**config.mk**
```make
export PLATFORM = sky130hd
export DESIGN_NAME = spd_regs
export DESIGN_NICKNAME = d
export VERILOG_FILES = /design/src/spd_pkg.sv /design/src/spd_regs.sv
export VERILOG_INCLUDE_DIRS = /design/src
export SDC_FILE = /design/constraint.sdc
export NUM_CORES = 1
export LEC_CHECK = 0
export BUFFER_PORTS_ARGS = -buffer_cell sky130_fd_sc_hd__buf_2
export CORE_MARGIN = 5
export CORE_UTILIZATION = 25
export CTS_CLUSTER_SIZE = 16
export DETAILED_ROUTE_END_ITERATION = 6
export SYNTH_ARGS = -nofsm -noshare
export SYNTH_HDL_FRONTEND = slang
export SYNTH_SLANG_ARGS = --single-unit
```
**constraint.sdc**
```tcl
create_clock -name mclk -period 3.65 [get_ports mclk]
set_input_delay 0.365 -clock mclk [delete_from_list [all_inputs] [get_ports mclk]]
set_output_delay 0.365 -clock mclk [all_outputs]
set_load 0.02 [all_outputs]
```
**src/spd_regs_map.svh**
```systemverilog
/*
 * Register map, field positions, reset values and counts of the synthesizer
 * PLL/DAC/ramp configuration bank.
 * Assumes word registers; the byte address is four times the register index.
 */
`ifndef SPD_REGS_MAP_SVH
`define SPD_REGS_MAP_SVH

// register indices (byte address = index * 4)
`define SPD_IDX_STATUS   6'h00
`define SPD_IDX_SECOND   6'h01
`define SPD_IDX_PLLCTL   6'h02
`define SPD_IDX_DACCTL   6'h03
`define SPD_IDX_RLOW     6'h04
`define SPD_IDX_RHIGH    6'h05
`define SPD_IDX_RRISE    6'h06
`define SPD_IDX_RFALL    6'h07
`define SPD_IDX_RRATE    6'h08
`define SPD_IDX_IRQST    6'h10
`define SPD_IDX_IRQMSK   6'h11

// field positions
`define SPD_LOCK_BIT     24
`define SPD_RAMP_EN_BIT  19
`define SPD_CP_MAN_BIT   6
`define SPD_CP_MSB       5
`define SPD_CP_LSB       3
`define SPD_LDE_BIT      2
`define SPD_LDW_MSB      1
`define SPD_LDW_LSB      0
`define SPD_AUXPD_BIT    26
`define SPD_CALPD_BIT    25
`define SPD_CALEN_BIT    24
`define SPD_DAC_KEEP_MSB 23
`define SPD_FALL_RATE_LSB 16
`define SPD_RISE_RATE_MSB 15
`define SPD_IRQ_LOCK     0
`define SPD_IRQ_LOSS     1
`define SPD_IRQ_CALDONE  2

// reset values
`define SPD_PLLCTL_RST   7'h00
`define SPD_DACCTL_RST   24'h000000
`define SPD_DACPD_RST    2'h0
`define SPD_RAMP_RST     32'h00000000
`define SPD_IRQ_RST      3'h0

// lock window base count in reference cycles, doubled per select step
`define SPD_LDW_BASE     11'h080

`endif

```
**src/spd_pkg.sv**
```systemverilog
/*
 * Types of the synthesizer PLL/DAC/ramp configuration bank.
 * Assumes spd_regs_map.svh supplies all numeric constants.
 */
package spd_pkg;

    typedef enum logic [1:0] {
        CAL_IDLE = 2'b01,
        CAL_RUN  = 2'b10
    } spd_cal_state_t;

    typedef enum logic [1:0] {
        LDW_128  = 2'b00,
        LDW_256  = 2'b01,
        LDW_512  = 2'b10,
        LDW_1024 = 2'b11
    } spd_ldw_t;

endpackage : spd_pkg

```
**src/spd_regs.sv**
```systemverilog
/*
 * Configuration register bank: PLL lock detect and charge pump control,
 * DAC control with calibration trigger, digital ramp generator parameters,
 * sticky interrupt status with mask.
 * Assumes a synchronous register port, reference clock and phase window
 * inputs synchronous to mclk, and a DAC calibrator answering with dacCalDone.
 */
// The implementer's own choice: the address-and-strobe port.
// How it works
// - lock detection follows enable bit 2
// - lock after 128/256/512/1024 in-window reference cycles
// - lock readable at bit 24 of 0x00
// - manual charge pump uses bits [5:3]
// - bit 6 clear: automatic pump during calibration
// - bit 26 clear keeps sync output active
// - calibration clock runs only with bits 25,26 clear
// - writing one to bit 24 starts calibration
// - ramp registers act only with 0x01[19] set
// - lower ramp bound held at 0x04
// - upper ramp bound held at 0x05
// - rising step size held at 0x06
// - falling step size held at 0x07
// - bits [31:16] of 0x08 set fall interval
// - bits [15:0] of 0x08 set rise interval
`timescale 1ns/1ps
`include "spd_regs_map.svh"

module spd_regs
    import spd_pkg::*;
(
    // clock and reset
    input  wire logic        mclk,
    input  wire logic        rst,
    // register port
    input  wire logic [7:0]  regAddr,
    input  wire logic [31:0] regWrData,
    input  wire logic        regWr,
    input  wire logic        regRd,
    output logic      [31:0] regRdData,
    // pll side
    input  wire logic        refClk,
    input  wire logic        phaseInWindow,
    input  wire logic        vcoCalBusy,
    input  wire logic [2:0]  autoCpCode,
    output logic             pllLockDetEn,
    output logic             pllLocked,
    output logic             cpManual,
    output logic      [2:0]  cpCurrent,
    // dac side
    input  wire logic        dacCalDone,
    output logic             syncOutEnable,
    output logic             dacCalClkEnable,
    output logic             dacCalStart,
    output logic             dacCalBusy,
    // ramp generator side
    output logic             rampEnable,
    output logic      [31:0] rampLowerBound,
    output logic      [31:0] rampUpperBound,
    output logic      [31:0] rampRiseStep,
    output logic      [31:0] rampFallStep,
    output logic      [15:0] rampRiseRate,
    output logic      [15:0] rampFallRate,
    // interrupt
    output logic             irq
);

    logic [6:0]     pllCtl_reg;
    logic [23:0]    dacKeep_reg;
    logic [1:0]     dacPd_reg;
    logic           rampEn_reg;
    logic [31:0]    rLow_reg;
    logic [31:0]    rHigh_reg;
    logic [31:0]    rRise_reg;
    logic [31:0]    rFall_reg;
    logic [31:0]    rRate_reg;
    logic [2:0]     irqSt_reg;
    logic [2:0]     irqMask_reg;
    logic [31:0]    rdData_reg;
    logic [31:0]    rdData_next;
    logic           refPrev_reg;
    logic           refEdge;
    logic [10:0]    lockCount_reg;
    logic [10:0]    lockTarget;
    logic           locked_reg;
    logic [2:0]     autoCp_reg;
    logic           calStart_reg;
    spd_cal_state_t calState_reg;
    logic           wordOk;
    logic [5:0]     idx;
    logic           wrHit;
    logic           calReq;
    logic [2:0]     irqEvent;

    assign idx    = regAddr[7:2];
    assign wordOk = (regAddr[1:0] == 2'h0);
    assign wrHit  = regWr && wordOk;
    assign calReq = wrHit && (idx == `SPD_IDX_DACCTL) && regWrData[`SPD_CALEN_BIT];

    // configuration registers
    always_ff @(posedge mclk) begin
        if (rst) begin
            pllCtl_reg  <= `SPD_PLLCTL_RST;
            dacKeep_reg <= `SPD_DACCTL_RST;
            dacPd_reg   <= `SPD_DACPD_RST;
            rampEn_reg  <= 1'b0;
            rLow_reg    <= `SPD_RAMP_RST;
            rHigh_reg   <= `SPD_RAMP_RST;
            rRise_reg   <= `SPD_RAMP_RST;
            rFall_reg   <= `SPD_RAMP_RST;
            rRate_reg   <= `SPD_RAMP_RST;
            irqMask_reg <= `SPD_IRQ_RST;
        end else if (wrHit) begin
            unique case (idx)
                `SPD_IDX_SECOND: rampEn_reg <= regWrData[`SPD_RAMP_EN_BIT];
                `SPD_IDX_PLLCTL: pllCtl_reg <= regWrData[6:0];
                `SPD_IDX_DACCTL: begin
                    dacKeep_reg <= regWrData[`SPD_DAC_KEEP_MSB:0];
                    dacPd_reg   <= regWrData[`SPD_AUXPD_BIT:`SPD_CALPD_BIT];
                end
                `SPD_IDX_RLOW:   rLow_reg    <= regWrData;
                `SPD_IDX_RHIGH:  rHigh_reg   <= regWrData;
                `SPD_IDX_RRISE:  rRise_reg   <= regWrData;
                `SPD_IDX_RFALL:  rFall_reg   <= regWrData;
                `SPD_IDX_RRATE:  rRate_reg   <= regWrData;
                `SPD_IDX_IRQMSK: irqMask_reg <= regWrData[2:0];
                default: ;
            endcase
        end
    end

    // read port: data stand only in the cycle after the strobe
    always_comb begin
        rdData_next = 32'h00000000;
        if (regRd && wordOk) begin
            unique case (idx)
                `SPD_IDX_STATUS: rdData_next[`SPD_LOCK_BIT] = locked_reg;
                `SPD_IDX_SECOND: rdData_next[`SPD_RAMP_EN_BIT] = rampEn_reg;
                `SPD_IDX_PLLCTL: rdData_next[6:0] = pllCtl_reg;
                `SPD_IDX_DACCTL: begin
                    // open bits [31:27] stay zero
                    rdData_next[`SPD_AUXPD_BIT:`SPD_CALPD_BIT] = dacPd_reg;
                    rdData_next[`SPD_CALEN_BIT] = (calState_reg == CAL_RUN);
                    rdData_next[`SPD_DAC_KEEP_MSB:0] = dacKeep_reg;
                end
                `SPD_IDX_RLOW:   rdData_next = rLow_reg;
                `SPD_IDX_RHIGH:  rdData_next = rHigh_reg;
                `SPD_IDX_RRISE:  rdData_next = rRise_reg;
                `SPD_IDX_RFALL:  rdData_next = rFall_reg;
                `SPD_IDX_RRATE:  rdData_next = rRate_reg;
                `SPD_IDX_IRQST:  rdData_next[2:0] = irqSt_reg;
                `SPD_IDX_IRQMSK: rdData_next[2:0] = irqMask_reg;
                default:         rdData_next = 32'h00000000;
            endcase
        end
    end

    always_ff @(posedge mclk) begin
        if (rst) begin
            rdData_reg <= 32'h00000000;
        end else begin
            rdData_reg <= rdData_next;
        end
    end

    assign regRdData = rdData_reg;

    // lock detection on reference clock edges
    assign refEdge    = refClk && !refPrev_reg;
    assign lockTarget = `SPD_LDW_BASE << pllCtl_reg[`SPD_LDW_MSB:`SPD_LDW_LSB];

    always_ff @(posedge mclk) begin
        if (rst) begin
            refPrev_reg <= 1'b0;
        end else begin
            refPrev_reg <= refClk;
        end
    end

    always_ff @(posedge mclk) begin
        if (rst) begin
            lockCount_reg <= 11'h000;
            locked_reg    <= 1'b0;
        end else if (!pllCtl_reg[`SPD_LDE_BIT]) begin
            lockCount_reg <= 11'h000;
            locked_reg    <= 1'b0;
        end else if (refEdge) begin
            if (!phaseInWindow) begin
                lockCount_reg <= 11'h000;
                locked_reg    <= 1'b0;
            end else if (!locked_reg) begin
                if (lockCount_reg == lockTarget - 11'h001) begin
                    locked_reg <= 1'b1;
                end else begin
                    lockCount_reg <= lockCount_reg + 11'h001;
                end
            end
        end
    end

    assign pllLockDetEn = pllCtl_reg[`SPD_LDE_BIT];
    assign pllLocked    = locked_reg;

    // charge pump: manual field or code picked by the vco calibration
    always_ff @(posedge mclk) begin
        if (rst) begin
            autoCp_reg <= 3'h0;
        end else if (vcoCalBusy) begin
            autoCp_reg <= autoCpCode;
        end
    end

    assign cpManual  = pllCtl_reg[`SPD_CP_MAN_BIT];
    assign cpCurrent = cpManual ? pllCtl_reg[`SPD_CP_MSB:`SPD_CP_LSB] : autoCp_reg;

    // dac power-down controls
    assign syncOutEnable   = !dacPd_reg[1];
    assign dacCalClkEnable = !dacPd_reg[1] && !dacPd_reg[0];

    // dac calibration sequence; a trigger while running is ignored
    always_ff @(posedge mclk) begin
        if (rst) begin
            calState_reg <= CAL_IDLE;
            calStart_reg <= 1'b0;
        end else begin
            calStart_reg <= 1'b0;
            unique case (calState_reg)
                CAL_IDLE: if (calReq) begin
                    calState_reg <= CAL_RUN;
                    calStart_reg <= 1'b1;
                end
                CAL_RUN: if (dacCalDone) begin
                    calState_reg <= CAL_IDLE;
                end
                default: calState_reg <= CAL_IDLE;
            endcase
        end
    end

    assign dacCalStart = calStart_reg;
    assign dacCalBusy  = (calState_reg == CAL_RUN);

    // ramp parameters reach the generator only while enabled
    always_ff @(posedge mclk) begin
        if (rst || !rampEn_reg) begin
            rampLowerBound <= 32'h00000000;
            rampUpperBound <= 32'h00000000;
            rampRiseStep   <= 32'h00000000;
            rampFallStep   <= 32'h00000000;
            rampRiseRate   <= 16'h0000;
            rampFallRate   <= 16'h0000;
        end else begin
            rampLowerBound <= rLow_reg;
            rampUpperBound <= rHigh_reg;
            rampRiseStep   <= rRise_reg;
            rampFallStep   <= rFall_reg;
            rampRiseRate   <= rRate_reg[`SPD_RISE_RATE_MSB:0];
            rampFallRate   <= rRate_reg[31:`SPD_FALL_RATE_LSB];
        end
    end

    assign rampEnable = rampEn_reg;

    // sticky interrupt status, write one to clear, set wins
    assign irqEvent[`SPD_IRQ_LOCK]    = pllCtl_reg[`SPD_LDE_BIT] && refEdge && phaseInWindow && !locked_reg
                                        && (lockCount_reg == lockTarget - 11'h001);
    assign irqEvent[`SPD_IRQ_LOSS]    = locked_reg && refEdge && !phaseInWindow;
    assign irqEvent[`SPD_IRQ_CALDONE] = (calState_reg == CAL_RUN) && dacCalDone;

    always_ff @(posedge mclk) begin
        if (rst) begin
            irqSt_reg <= `SPD_IRQ_RST;
        end else if (wrHit && idx == `SPD_IDX_IRQST) begin
            irqSt_reg <= (irqSt_reg & ~regWrData[2:0]) | irqEvent;
        end else begin
            irqSt_reg <= irqSt_reg | irqEvent;
        end
    end

    assign irq = |(irqSt_reg & irqMask_reg);

    // checks
    lock_off_a: assert property (@(posedge mclk) disable iff (rst)
        !pllCtl_reg[`SPD_LDE_BIT] |=> !pllLocked)
        else $error("lock shown while detection disabled");

    lock_count_a: assert property (@(posedge mclk) disable iff (rst)
        $rose(pllLocked) |-> $past(lockCount_reg) == $past(lockTarget) - 11'h001)
        else $error("lock reached at wrong count");

    lock_read_a: assert property (@(posedge mclk) disable iff (rst)
        (regRd && regAddr == 8'h00) |=> regRdData[`SPD_LOCK_BIT] == $past(pllLocked))
        else $error("lock status read mismatch");

    cp_manual_a: assert property (@(posedge mclk) disable iff (rst)
        (wrHit && idx == `SPD_IDX_PLLCTL && regWrData[`SPD_CP_MAN_BIT])
        |=> cpCurrent == $past(regWrData[`SPD_CP_MSB:`SPD_CP_LSB]))
        else $error("manual pump current not applied");

    cp_auto_a: assert property (@(posedge mclk) disable iff (rst)
        (!cpManual && vcoCalBusy && !(wrHit && idx == `SPD_IDX_PLLCTL)) |=> cpCurrent == $past(autoCpCode))
        else $error("automatic pump code not taken");

    sync_out_a: assert property (@(posedge mclk) disable iff (rst)
        (wrHit && idx == `SPD_IDX_DACCTL) |=> syncOutEnable == !$past(regWrData[`SPD_AUXPD_BIT]))
        else $error("sync output enable wrong");

    cal_clock_a: assert property (@(posedge mclk) disable iff (rst)
        (wrHit && idx == `SPD_IDX_DACCTL && (regWrData[`SPD_AUXPD_BIT] || regWrData[`SPD_CALPD_BIT]))
        |=> !dacCalClkEnable)
        else $error("calibration clock not stopped");

    cal_start_a: assert property (@(posedge mclk) disable iff (rst)
        (calReq && calState_reg == CAL_IDLE) |=> dacCalStart ##1 (!dacCalStart && dacCalBusy))
        else $error("calibration start pulse wrong");

    ramp_gate_a: assert property (@(posedge mclk) disable iff (rst)
        !rampEn_reg |=> (rampLowerBound == 32'h0 && rampRiseRate == 16'h0))
        else $error("ramp values leak while disabled");

    rate_split_a: assert property (@(posedge mclk) disable iff (rst)
        (rampEn_reg && $stable(rampEn_reg)) |-> ##1 (rampFallRate == $past(rRate_reg[31:16])
        && rampRiseRate == $past(rRate_reg[15:0])))
        else $error("ramp rate fields swapped");

    count_clear_a: assert property (@(posedge mclk) disable iff (rst)
        (refEdge && !phaseInWindow) |=> (lockCount_reg == 11'h000 && !pllLocked))
        else $error("lock count not restarted");

    open_bits_a: assert property (@(posedge mclk) disable iff (rst)
        (regRd && regAddr == 8'h0C) |=> regRdData[31:27] == 5'h00)
        else $error("open dac bits read nonzero");

    lock_rise_a: assert property (@(posedge mclk) disable iff (rst)
        $rose(pllLocked) |-> $past(refEdge && phaseInWindow && pllLockDetEn))
        else $error("lock rose without in-window edge");

    lock_keep_a: assert property (@(posedge mclk) disable iff (rst)
        (pllLocked && pllLockDetEn && !(refEdge && !phaseInWindow)) |=> pllLocked)
        else $error("lock dropped without cause");

    count_hold_a: assert property (@(posedge mclk) disable iff (rst)
        !pllLockDetEn |=> lockCount_reg == 11'h000)
        else $error("lock count runs while disabled");

    cal_end_a: assert property (@(posedge mclk) disable iff (rst)
        (dacCalBusy && dacCalDone) |=> !dacCalBusy)
        else $error("calibration did not end");

    cal_ignore_a: assert property (@(posedge mclk) disable iff (rst)
        (calReq && dacCalBusy) |=> !dacCalStart)
        else $error("trigger accepted while busy");

    irq_set_a: assert property (@(posedge mclk) disable iff (rst)
        (irqEvent != 3'h0) |=> (irqSt_reg & $past(irqEvent)) == $past(irqEvent))
        else $error("interrupt event lost");

    irq_clear_a: assert property (@(posedge mclk) disable iff (rst)
        (wrHit && idx == `SPD_IDX_IRQST && irqEvent == 3'h0)
        |=> (irqSt_reg & $past(regWrData[2:0])) == 3'h0)
        else $error("interrupt status not cleared");

    ramp_values_a: assert property (@(posedge mclk) disable iff (rst)
        rampEn_reg |=> (rampLowerBound == $past(rLow_reg) && rampUpperBound == $past(rHigh_reg)
        && rampRiseStep == $past(rRise_reg) && rampFallStep == $past(rFall_reg)))
        else $error("ramp values not passed through");

    read_idle_a: assert property (@(posedge mclk) disable iff (rst)
        !regRd |=> regRdData == 32'h00000000)
        else $error("read data held past one cycle");

endmodule : spd_regs

```
==> flow_summary.yaml <==
placement:
  numPlacedInstances: 2461
  gp_congestion: 0.817
  numPortBuffers: 254
  placedInstanceArea_sq_um: 16000
  dpl_worst_slack_ns: 0.814
  dp_wirelength_microns: 32800
synthesis:
  yosys_register_bits: 411
  post_synth_inst_count: 1551
  synth_top_flop_cell: "sky130_fd_sc_hd__dfxtp_1"
  avgSynthCellArea_sq_um: 9.07
  ys_seq_area_frac: 0.585
  synthTopCellsByCount: "411 x sky130_fd_sc_hd__dfxtp_1, 403 x sky130_fd_sc_hd__nand2_1, 204 x sky130_fd_sc_hd__a21oi_1"
  ys_types: 53
  synth_area_leader_cell: "sky130_fd_sc_hd__dfxtp_1"
  post_synth_instance_area_sq_um: 14100
  synthTopCellsByArea: "sky130_fd_sc_hd__dfxtp_1 59%, sky130_fd_sc_hd__nand2_1 11%, sky130_fd_sc_hd__and2_1 7.3%, sky130_fd_sc_hd__a21oi_1 7.3%, sky130_fd_sc_hd__a22oi_1 3.9%"
  ys.warnings.count: 0
  yosys.area.top_type_share: 0.585
  synth_enable_flop_cells: 0
  syn_nets: 1603
  yosysMostFrequentCell: "sky130_fd_sc_hd__dfxtp_1"
  async_flop_share: 0
clocking:
  cts-buffers-inserted: 45
  clock_sink_count: 411
  ctsLongestPathBuffers: 3
  cts_tree: "done"
  post_cts.repair.setup_buffers: 0
  clk_pin_slew_ns: 0.06
  clock_tree_root_buffer_cell: "sky130_fd_sc_hd__clkbuf_16"
  clock_insertion_delay_worst_skew_ns: 0.58
  cts-htree-levels: 2
layout:
  fin_area_sq_um: 17500
  layout-drive-gt1-share: 0.214
  num-nets-final: 1805
  multi_input_area_sq_um: 5370
  n_fill_cell: 5808
  final_design_utilization: 0.313
  area.growth.synth_to_final_pct: 24.8
  instances_no_fill: 2543
  regArea_sq_um: 8230
setup_path:
  cp_num_buf_inv: 1
  critical_path_peak_fanout: 32
  worst_path_dominant_cell_family: "simple AND/OR/NAND/NOR gates"
  worst_setup_path_end_kind: "flop"
  critical-path-max-stage-delay_ns: 0.65
  crit_path_top_delay_cell: "sky130_fd_sc_hd__nand2_2"
  wp_data_arrival_ns: 2.62
  critPathRequiredTime_ns: 4.07
  critical_path.cell_chain: "buf_2 > nor4b_2 > and2_2 > nand2_2 > nand2_1 > a21oi_1"
  worstSetupStartpointType: "primary input"
  criticalPathCategory: "primary input to flop"
floorplanning:
  io_pins: 255
  fp.dieArea_sq_um: 61100
  fp.coreArea_sq_um: 56100
  placement_rows: 87
  initial_core_util: 0.251
  die_width_microns: 247
  chipHeight_microns: 247
timing:
  timing_hold_violations_final: 0
  finClkSkew_ns: 0.0191
  worst_pin_slew_ns: 1.14
  post-route-worst-setup-slack_ns: 1.44
  totalNegativeSetupSlack_ns: 0
  timing.final.setup_violations: 0
  fmaxAchievable_mhz: 453
  min_period_ns: 2.21
  fin_crit_sh: 0.605
  report.final.slew_viol_count: 0
  rsz0062_at_grt: "no"
  timing.slew.headroom: 0.239
min_path:
  min-delay-path-class: "primary input to flop"
route:
  detailed_route_wire_length_per_cell_microns: 19.8
  detail_route.drc_violations: 0
  drt_first_iter_violations: 1136
  route.vias.total: 12029
  wl_microns: 50300
  post_drt_via_cell_ratio: 4.73
  detail-route-antenna-nets: 0
  drt_pre_antenna_iters: 6
pwr:
  powerDensity_nw_per_um2: 535
  leakage_nw: 6.66
  vdd_ir_drop_max_mv: 0.308
run:
  timing.max_cap.violations: 0
global_route:
  first_global_vias: 11727
  antenna_violations_before_repair: 2
  grt_max_degree: 81
  gr-usage-all-layers: 0.158
  grt.overflow.total: 0
  grt_first_pass_wirelength_microns: 73800
status:
  outcome: "complete, no violations"
## through the flow
step | total power, mW | hold WS (ns)
after floorplan | 4.67 | 0.436
after global placement | 4.77 | 0.442
after detailed placement | 4.77 | 0.447
after CTS | 9.53 | 0.00438
after global routing | 9.72 | 0.0328
final | 9.39 | 0.0416
## report_power, final
part | internal, mW | switching (mW) | leakage (nW)
logic | 0.0436 | 0.135 | 2.60
clock network | 2.78 | 1.94 | 0.753
registers | 4.49 | 0.00333 | 3.31
## layout by cell type (no fill, tap or decap), types with 3 or more instances in the layout
master	instances
sky130_fd_sc_hd__or3_1	6
sky130_fd_sc_hd__clkinvlp_4	4
sky130_fd_sc_hd__buf_2	253
sky130_fd_sc_hd__mux2_2	3
sky130_fd_sc_hd__o21ai_0	7
sky130_fd_sc_hd__nor3_1	7
sky130_fd_sc_hd__clkinv_2	11
sky130_fd_sc_hd__a222oi_1	15
sky130_fd_sc_hd__nor2b_1	6
sky130_fd_sc_hd__nand4_1	3
sky130_fd_sc_hd__nor2_1	19
sky130_fd_sc_hd__bufinv_16	6
sky130_fd_sc_hd__buf_4	18
sky130_fd_sc_hd__clkbuf_8	4
sky130_fd_sc_hd__dfxtp_1	411
sky130_fd_sc_hd__clkinv_4	4
sky130_fd_sc_hd__a22oi_1	74
sky130_fd_sc_hd__nand2_2	6
sky130_fd_sc_hd__clkbuf_16	45
sky130_fd_sc_hd__a31oi_1	28
sky130_fd_sc_hd__o31ai_1	3
sky130_fd_sc_hd__a221oi_1	3
sky130_fd_sc_hd__mux2i_1	6
sky130_fd_sc_hd__nand2_1	397
sky130_fd_sc_hd__and2_1	160
sky130_fd_sc_hd__a21oi_1	204
sky130_fd_sc_hd__and3_2	4
sky130_fd_sc_hd__inv_1	6
sky130_fd_sc_hd__nand3_1	16
sky130_fd_sc_hd__and2_2	6
sky130_fd_sc_hd__a22o_1	3
## area by class of cell
class                   count  area share
multi-input cells        1015       0.306
well taps                 756      0.0539
clock inverters            29      0.0200
clock buffers              51      0.0677
inverters                   6     0.00128
flip-flops and latches    411       0.469
diodes                      1    0.000143
repair buffers            274      0.0822
## cell families (layout without fill, tap and decap cells)
| group | count (synthesis) | after routing | synth area share |
|---|---|---|---|
| AND/OR/NAND/NOR | 650 | 650 | 0.217 |
| flip-flops | 411 | 411 | 0.585 |
| AO/OA/AOI/OAI | 354 | 354 | 0.154 |
| buffers and inverters | 125 | 360 | 0.0363 |
| multiplexers | 9 | 9 | 0.00667 |
| adder cells (fa/ha/maj) | 1 | 1 | 0.000889 |
| XOR/XNOR | 1 | 1 | 0.000623 |
| other | 0 | 1 | 0 |
## worst register-to-register path: cells and delay by family (launching register included)
family / cells / cell delay (ns)
AOI/OAI and AO/OA: 3 / 0.68
DFF: 1 / 0.50
and+or+nand+nor: 2 / 0.84
## routing by layer
| metal | up-vias | part of all wire | track usage | routed length [microns] |
|---|---|---|---|---|
| met5 | - | 0.00026 | 0 | 13 |
| met4 | 2 | 0.027 | 0.0496 | 1370 |
| met3 | 99 | 0.074 | 0.0334 | 3700 |
| met2 | 555 | 0.48 | 0.269 | 24200 |
| met1 | 5751 | 0.42 | 0.201 | 21000 |
| li1 | 5622 | - | - | - |
## final timing paths
path | startpoint | to | slack, ns | cells past startpoint
worst max-delay path | regAddr[5] | rLow_reg[7] | 1.44 | 6
worst min-delay path | autoCpCode[0] | autoCp_reg[0] | 0.04 | 3
worst max register to register | lockCount_reg[8] | lockCount_reg[7] | 1.52 | 5
worst min register to register | dacKeep_reg[16] | dacKeep_reg[16] | 0.45 | 2
## timing repair
| action | in CTS | in global routing |
|---|---|---|
| resized for setup | 0 | 0 |
| hold endpoints to repair | 1 | 0 |
| hold buffers | 1 | 0 |
(Power assumes the default switching activity.)
